<file path="src/kwu_consts.svh">
/*
 * Constants of the key wake unit: register offsets, field positions,
 * reset values. Assumes inclusion by bare name from kwu_pkg and the top.
 */
`ifndef KWU_CONSTS_SVH
`define KWU_CONSTS_SVH

// ==========================================================
// Register offsets
`define KWU_OFS_STATUS_CONTROL  4'h0
`define KWU_OFS_PIN_ENABLE      4'h1
`define KWU_OFS_IRQ_STATUS      4'h2
`define KWU_OFS_IRQ_MASK        4'h3
`define KWU_OFS_PIN_LEVEL       4'h4

// ==========================================================
// Status/control fields
`define KWU_BIT_MODE            0
`define KWU_BIT_IRQ_ENABLE      1
`define KWU_BIT_ACK             2
`define KWU_BIT_PENDING         3
`define KWU_POL_LSB             4
`define KWU_POL_MSB             7

// Sticky event status fields
`define KWU_EVT_EDGE            0
`define KWU_EVT_WAKE            1

// ==========================================================
// Reset values
`define KWU_RST_BYTE            8'h00
`define KWU_RST_EVT             2'h0
`define KWU_RST_POL             4'h0
`define KWU_RST_LEVEL           1'b1

`endif

</file>
<file path="src/kwu_pkg.sv">
/*
 * Types of the key wake unit.
 * Assumes kwu_consts.svh is on the include path.
 */
`include "kwu_consts.svh"

package kwu_pkg;
    typedef logic [7:0] kwu_byte_type;
    typedef logic [3:0] kwu_addr_type;
    typedef logic [1:0] kwu_evt_type;
endpackage

</file>
<file path="src/kwu_key_wake_unit.sv">
/*
 * Key wake unit: eight port pins, per-pin enable, edge or edge-and-level
 * detection, common pending flag, interrupt and stop-mode wake.
 * Assumes one clock MCLK, synchronous active-high RST, a simple register
 * port with read data one cycle after the read strobe, and raw pins that
 * are asynchronous to MCLK.
 */
// Chosen here: the strobed register port and the address map.
`timescale 1ns/1ns
`default_nettype none
`include "kwu_consts.svh"

module kwu_key_wake_unit (
    input  wire logic                 MCLK,        // 125 MHz clock
    input  wire logic                 RST,         // Sync reset, high
    input  wire kwu_pkg::kwu_addr_type ADDR,       // Register address
    input  wire kwu_pkg::kwu_byte_type WDATA,      // Write data
    input  wire logic                 WR,          // Write strobe
    input  wire logic                 RD,          // Read strobe
    output var  kwu_pkg::kwu_byte_type RDATA,      // Read data
    input  wire kwu_pkg::kwu_byte_type PIN_IN,     // Raw port pins
    input  wire kwu_pkg::kwu_byte_type PORT_DIR,   // Port direction reg
    input  wire kwu_pkg::kwu_byte_type PORT_PULL,  // Port pull enable
    input  wire logic                 STOP_MODE,   // Clocks halted
    output var  kwu_pkg::kwu_byte_type PIN_DIR,    // Effective direction
    output var  kwu_pkg::kwu_byte_type PULL_UP,    // Pullup enables
    output var  kwu_pkg::kwu_byte_type PULL_DOWN,  // Pulldown enables
    output var  logic                 KEY_IRQ,     // CPU request
    output var  logic                 IRQ,         // Masked sticky irq
    output var  logic                 WAKE         // Stop/wait wake
);

    // ==========================================================
    // Registers
    kwu_pkg::kwu_byte_type enable_r;
    logic [3:0]            polarity_r;
    logic                  mode_r;
    logic                  irq_en_r;
    logic                  pending_r;
    kwu_pkg::kwu_evt_type  evt_r;
    kwu_pkg::kwu_evt_type  mask_r;
    kwu_pkg::kwu_byte_type prev_asserted_r;
    wire kwu_pkg::kwu_byte_type pin_level;   // Filtered pin levels

    // ==========================================================
    // Decode
    wire logic wr_sc   = WR && (ADDR == `KWU_OFS_STATUS_CONTROL);
    wire logic wr_pe   = WR && (ADDR == `KWU_OFS_PIN_ENABLE);
    wire logic wr_ist  = WR && (ADDR == `KWU_OFS_IRQ_STATUS);
    wire logic wr_imk  = WR && (ADDR == `KWU_OFS_IRQ_MASK);
    wire logic ack_wr  = wr_sc && WDATA[`KWU_BIT_ACK];

    // ==========================================================
    // Detection
    // Lower nibble is always active low; upper follows polarity
    wire kwu_pkg::kwu_byte_type pol_high = {polarity_r, 4'h0};
    wire kwu_pkg::kwu_byte_type asserted =
        (pin_level ^ ~pol_high) & enable_r;
    // Newly asserted pins; in edge-and-level mode only while every other enabled pin was idle
    wire kwu_pkg::kwu_byte_type rose_act = asserted & ~prev_asserted_r;
    wire logic others_idle =
        ((prev_asserted_r & enable_r) == 8'h00);
    wire logic edge_evt = (rose_act != 8'h00) &&
                          (!mode_r || others_idle);
    wire logic level_hold = mode_r && (asserted != 8'h00);
    wire logic set_pend   = edge_evt || level_hold;

    // Set wins over acknowledge
    wire logic pending_nxt = set_pend ? 1'b1 :
                             (ack_wr ? 1'b0 : pending_r);

    // Raw-pin asynchronous level path for stop mode
    wire kwu_pkg::kwu_byte_type raw_act = (PIN_IN ^ ~pol_high) & enable_r;
    // Request follows next flag and enable, so it never lags a read
    wire logic irq_en_nxt = wr_sc ? WDATA[`KWU_BIT_IRQ_ENABLE] : irq_en_r;
    wire logic req_nxt    = pending_nxt && irq_en_nxt;
    wire logic wake_nxt   = STOP_MODE ? (raw_act != 8'h00)
                                      : req_nxt;

    wire kwu_pkg::kwu_evt_type evt_set = {wake_nxt, edge_evt};
    wire kwu_pkg::kwu_evt_type evt_nxt =
        (evt_r & ~(wr_ist ? WDATA[1:0] : 2'h0)) | evt_set;

    wire kwu_pkg::kwu_byte_type sc_read =
        {polarity_r, pending_r, 1'b0, irq_en_r, mode_r};
    wire kwu_pkg::kwu_byte_type rd_mux =
        (ADDR == `KWU_OFS_STATUS_CONTROL) ? sc_read :
        (ADDR == `KWU_OFS_PIN_ENABLE)     ? enable_r :
        (ADDR == `KWU_OFS_IRQ_STATUS)     ? {6'h00, evt_r} :
        (ADDR == `KWU_OFS_IRQ_MASK)       ? {6'h00, mask_r} :
        (ADDR == `KWU_OFS_PIN_LEVEL)      ? pin_level : 8'h00;

    // Rising-polarity enabled upper pins swap pullup for pulldown
    wire kwu_pkg::kwu_byte_type use_down = pol_high & enable_r;

    // ==========================================================
    // Input synchronisers, one per pin
    for (genvar gi = 0; gi < 8; gi++) begin : g_pin
        kwu_pin_sync sync_u (
            .clk   (MCLK),
            .rst   (RST),
            .pin   (PIN_IN[gi]),
            .level (pin_level[gi])
        );
    end

    // ==========================================================
    // Control and status
    always_ff @(posedge MCLK) begin
        if (RST) begin
            enable_r        <= `KWU_RST_BYTE;
            polarity_r      <= `KWU_RST_POL;
            mode_r          <= 1'b0;
            irq_en_r        <= 1'b0;
            pending_r       <= 1'b0;
            evt_r           <= `KWU_RST_EVT;
            mask_r          <= `KWU_RST_EVT;
            prev_asserted_r <= `KWU_RST_BYTE;
        end else begin
            if (wr_sc) begin
                polarity_r <= WDATA[`KWU_POL_MSB:`KWU_POL_LSB];
                mode_r     <= WDATA[`KWU_BIT_MODE];
                irq_en_r   <= WDATA[`KWU_BIT_IRQ_ENABLE];
            end
            if (wr_pe) begin
                enable_r <= WDATA;
            end
            if (wr_imk) begin
                mask_r <= WDATA[1:0];
            end
            pending_r       <= pending_nxt;
            evt_r           <= evt_nxt;
            prev_asserted_r <= asserted;
        end
    end

    // ==========================================================
    // Registered outputs
    always_ff @(posedge MCLK) begin
        if (RST) begin
            RDATA     <= 8'h00;
            PIN_DIR   <= 8'h00;
            PULL_UP   <= 8'h00;
            PULL_DOWN <= 8'h00;
            KEY_IRQ   <= 1'b0;
            IRQ       <= 1'b0;
            WAKE      <= 1'b0;
        end else begin
            RDATA     <= RD ? rd_mux : 8'h00;
            PIN_DIR   <= PORT_DIR & ~enable_r;
            PULL_UP   <= PORT_PULL & ~use_down;
            PULL_DOWN <= PORT_PULL & use_down;
            KEY_IRQ   <= req_nxt;
            IRQ       <= (evt_nxt & mask_r) != 2'h0;
            WAKE      <= wake_nxt;
        end
    end

endmodule

// ==========================================================
// Pin synchroniser
// Three stages; a change counts once stages 2 and 3 agree, so a
// one-cycle glitch or a metastable sample never reaches the detector.
module kwu_pin_sync #(
    parameter logic IDLE_LEVEL = `KWU_RST_LEVEL  // Level through reset
) (
    input  wire logic clk,    // Sampling clock
    input  wire logic rst,    // Sync reset, high
    input  wire logic pin,    // Raw asynchronous pin
    output var  logic level   // Filtered level
);

    logic stage1_r;
    logic stage2_r;
    logic stage3_r;

    // Idle-high reset keeps released pins from looking like edges
    wire logic agree     = (stage2_r == stage3_r);
    wire logic level_nxt = agree ? stage3_r : level;

    always_ff @(posedge clk) begin
        if (rst) begin
            stage1_r <= IDLE_LEVEL;
            stage2_r <= IDLE_LEVEL;
            stage3_r <= IDLE_LEVEL;
            level    <= IDLE_LEVEL;
        end else begin
            stage1_r <= pin;
            stage2_r <= stage1_r;
            stage3_r <= stage2_r;
            level    <= level_nxt;
        end
    end

endmodule

`default_nettype wire

</file>
<file path="config.mk">
export PLATFORM = sky130hd
export DESIGN_NAME = kwu_key_wake_unit
export DESIGN_NICKNAME = d
export VERILOG_FILES = /design/src/kwu_pkg.sv /design/src/kwu_key_wake_unit.sv
export VERILOG_INCLUDE_DIRS = /design/src
export SDC_FILE = /design/constraint.sdc
export NUM_CORES = 1
export LEC_CHECK = 0
export BUFFER_PORTS_ARGS = -buffer_cell sky130_fd_sc_hd__buf_2
export CORE_UTILIZATION = 57
export DETAILED_ROUTE_END_ITERATION = 6
export GPL_TIMING_DRIVEN = 0
export PLACE_DENSITY = 0.86
export SYNTH_ARGS = -nofsm -noshare
export SYNTH_HDL_FRONTEND = slang
export SYNTH_SLANG_ARGS = --single-unit
</file>
<file path="constraint.sdc">
create_clock -name MCLK -period 3.65 [get_ports MCLK]
set_input_delay 0.365 -clock MCLK [delete_from_list [all_inputs] [get_ports MCLK]]
set_output_delay 0.365 -clock MCLK [all_outputs]
set_load 0.005 [all_outputs]
</file>
==> flow_metrics.tcl <==
set metrics [dict create \
    multi_input_area_mm2 0.00145 \
    power_density_mw_per_mm2 450 \
    rows 27 \
    initial_core_util_pct 60.3 \
    place_inst 504 \
    ir_drop_uv 422 \
    h-tree-depth 3 \
    tightest_slew_ns 0.578 \
    layout_common_cells "dfxtp_1, buf_2, nor2_1" \
    synth_edf_count 0 \
    netlist.area_leader.share_pct 53.0 \
    required_ns 3.89 \
    rrSetupSlack_ns 1.76 \
    grt_overflow 0 \
    place_congestion 0.899 \
    cts_sinks 90 \
    post-route-period-util_pct 51.9 \
    area_delta_synth_final_pct 19.2 \
    whs_endpoint "g_pin[3].sync_u.stage1_r$_SDFF_PP1_" \
    drt_first_pass_iters 5 \
    cts_setup_buffers 0 \
    r2r_start "enable_r[3]$_SDFFE_PP0P_" \
    chipWidth_um 79.2 \
    port_buffers 70 \
    synthArstFlopShare_pct 0 \
    grt_pass1_vias 2623 \
    route.detailed.drc 0 \
    critPathMaxFanout 7 \
    clk_pin_slew_ns 0.08 \
    vias_per_cell 5.53 \
    final_common_cell "dfxtp_1" \
    final_antenna_net_count 0 \
    syn_inst 359 \
    cts_tree "built" \
    cts_buffer_depth 2 \
    post_cts_resized 0 \
    n_fill_cell 434 \
    via_count 2877 \
    post-dp-hpwl_mm 5.50 \
    cts_inserted_buffers 9 \
    synth.cell_area_mm2 0.00340 \
    synth_seq_cells 90 \
    drt_iter0_drc 186 \
    root_buffer "clkbuf_8" \
    fp.coreArea_mm2 0.00564 \
    ys_top_cells_by_area "dfxtp_1, or2_2, nor2_1" \
    postCtsHoldBufs 0 \
    tns_ns 0 \
    yosysTopAreaCell "dfxtp_1" \
    die_y_um 79.2 \
    startpoint "enable_r[3]$_SDFFE_PP0P_" \
    rsz0062_at_grt "false" \
    finalSetupViolations 0 \
    grt_first_pass_wirelength_mm 12.0 \
    diodes 0 \
    endpoint_kind "flop" \
    critPathLaunchType "flop" \
    arrival_ns 2.13 \
    fin_crit_ns 1.89 \
    r2r_cells 5 \
    hp-start "PIN_IN[3]" \
    clock.fmax_mhz 528 \
    fin_nets 484 \
    fin_util_pct 71.8 \
    grt_use_total_pct 25.7 \
    wl_mm 7.56 \
    hp-class "in2reg" \
    syn_area_per_cell_um2 9.47 \
    status "complete, no violations" \
    yosys.cell_types.count 47 \
    hold_viol_final 0 \
    clock_latency_ns 0.36 \
    crit_type "reg2reg" \
    synth_warnings 0 \
    finClkSkew_ns 0.00632 \
    p_leak_nw 1.68 \
    grt_max_degree 16 \
    wl_per_cell_um 14.5 \
    slew_headroom_pct 60.4 \
    report.final.slew_viol_count 0 \
    drive_gt1_share_pct 27.5 \
    fin_ws_ns 1.76 \
    synthFlopType "dfxtp_1" \
    dieArea_mm2 0.00628 \
    r2r_end "evt_r[1]$_SDFF_PP0_" \
    drv_cap 0 \
    pin_count 76 \
    place_ws_ns 1.69 \
    ys_seq_area_share_pct 53.0 \
    hold_depth 2 \
    ff_latch_area_mm2 0.00180 \
    antenna_found_initial 0 \
    fin_cells 520 \
]
[final cells by class]
| class | count | area share, % |
|---|---|---|
| sequential | 90 | 44.5 |
| multi-input combinational | 237 | 35.8 |
| timing repair buffer | 70 | 8.64 |
| clock buffer | 11 | 3.49 |
| buffer | 24 | 2.84 |
| tap | 72 | 2.22 |
| clock inverter | 5 | 1.48 |
| inverter | 11 | 1.02 |
[how the worst max path moves through the flow]
stage | end | slack, ns | depth (start not counted)
6_report | evt_r[1]$_SDFF_PP0_ | 1.76 | 5
5_1_grt | evt_r[1]$_SDFF_PP0_ | 1.55 | 5
4_1_cts | IRQ$_SDFF_PP0_ | 1.74 | 5
3_5_place_dp | IRQ$_SDFF_PP0_ | 1.69 | 7
3_3_place_gp | IRQ$_SDFF_PP0_ | 1.71 | 7
2_1_floorplan | evt_r[1]$_SDFF_PP0_ | 2.00 | 7
[worst max-delay path: stages (launching register included)]
cell       delay, ns
dfxtp_1         0.42
nor2b_1         0.18
a2111oi_0       0.55
a41oi_1         0.34
o311ai_2        0.18
nand3b_1        0.11
[cells by family (layout without fill, tap and decap cells)]
group	Yosys count	count (layout)	share of synthesized area [%]
compound gates	74	74	14.9
flops	90	90	53.0
buf+inv	35	121	4.60
other cells	1	4	0.110
xor+xnor	8	8	2.06
mux	10	10	2.94
simple gates	141	141	22.4
[power by group]
group | total (mW) | switching (mW) | internal (mW)
clock network | 0.684 | 0.344 | 0.339
logic | 0.123 | 0.0646 | 0.0587
registers | 1.02 | 0.0105 | 1.01
[sequential cells by signal, indices dropped and copies added, names as in the netlist, 2 cells and up]
signal	cells
PIN_DIR	8
PULL_UP	8
RDATA	8
enable_r	8
g_pin.sync_u.level	8
g_pin.sync_u.stage1_r	8
g_pin.sync_u.stage2_r	8
g_pin.sync_u.stage3_r	8
prev_asserted_r	8
PULL_DOWN	4
polarity_r	4
evt_r	2
mask_r	2
[synthesized netlist by cell type, drive strengths merged (2+ instances only)]
| cell type | count |
|---|---|
| dfxtp | 90 |
| nor2 | 42 |
| a21oi | 25 |
| nor2b | 25 |
| or2 | 25 |
| nand2 | 18 |
| clkbuf | 16 |
| a22oi | 11 |
| inv | 11 |
| nor3b | 11 |
| mux2i | 10 |
| buf | 8 |
| o21bai | 8 |
| xnor2 | 8 |
| o22ai | 7 |
| o21ai | 6 |
| nand2b | 4 |
| nand3b | 4 |
| a41oi | 3 |
| nand3 | 3 |
| nor3 | 3 |
| a2111oi | 2 |
| a211o | 2 |
| a31oi | 2 |
| o311ai | 2 |
[metrics by stage]
stage | power, mW | instance area [um^2] | hold slack [ns]
6_report | 1.82 | 4050 | 0.206
4_1_cts | 1.83 | 4050 | 0.194
2_1_floorplan | 1.11 | 3410 | 0.389
5_1_grt | 1.89 | 4050 | 0.197
3_3_place_gp | 1.16 | 3850 | 0.392
3_5_place_dp | 1.16 | 3850 | 0.394
[per-layer routing]
layer  vias to the layer above  part of all wire, %  GRT usage, %
met5                         -                    0             0
met4                         0                  2.8          12.9
met3                        23                  7.7          6.21
met2                       129                   48          43.8
met1                      1348                   41          29.8
li1                       1377                    -             -
Note: power is estimated with default switching activity, not from simulation.
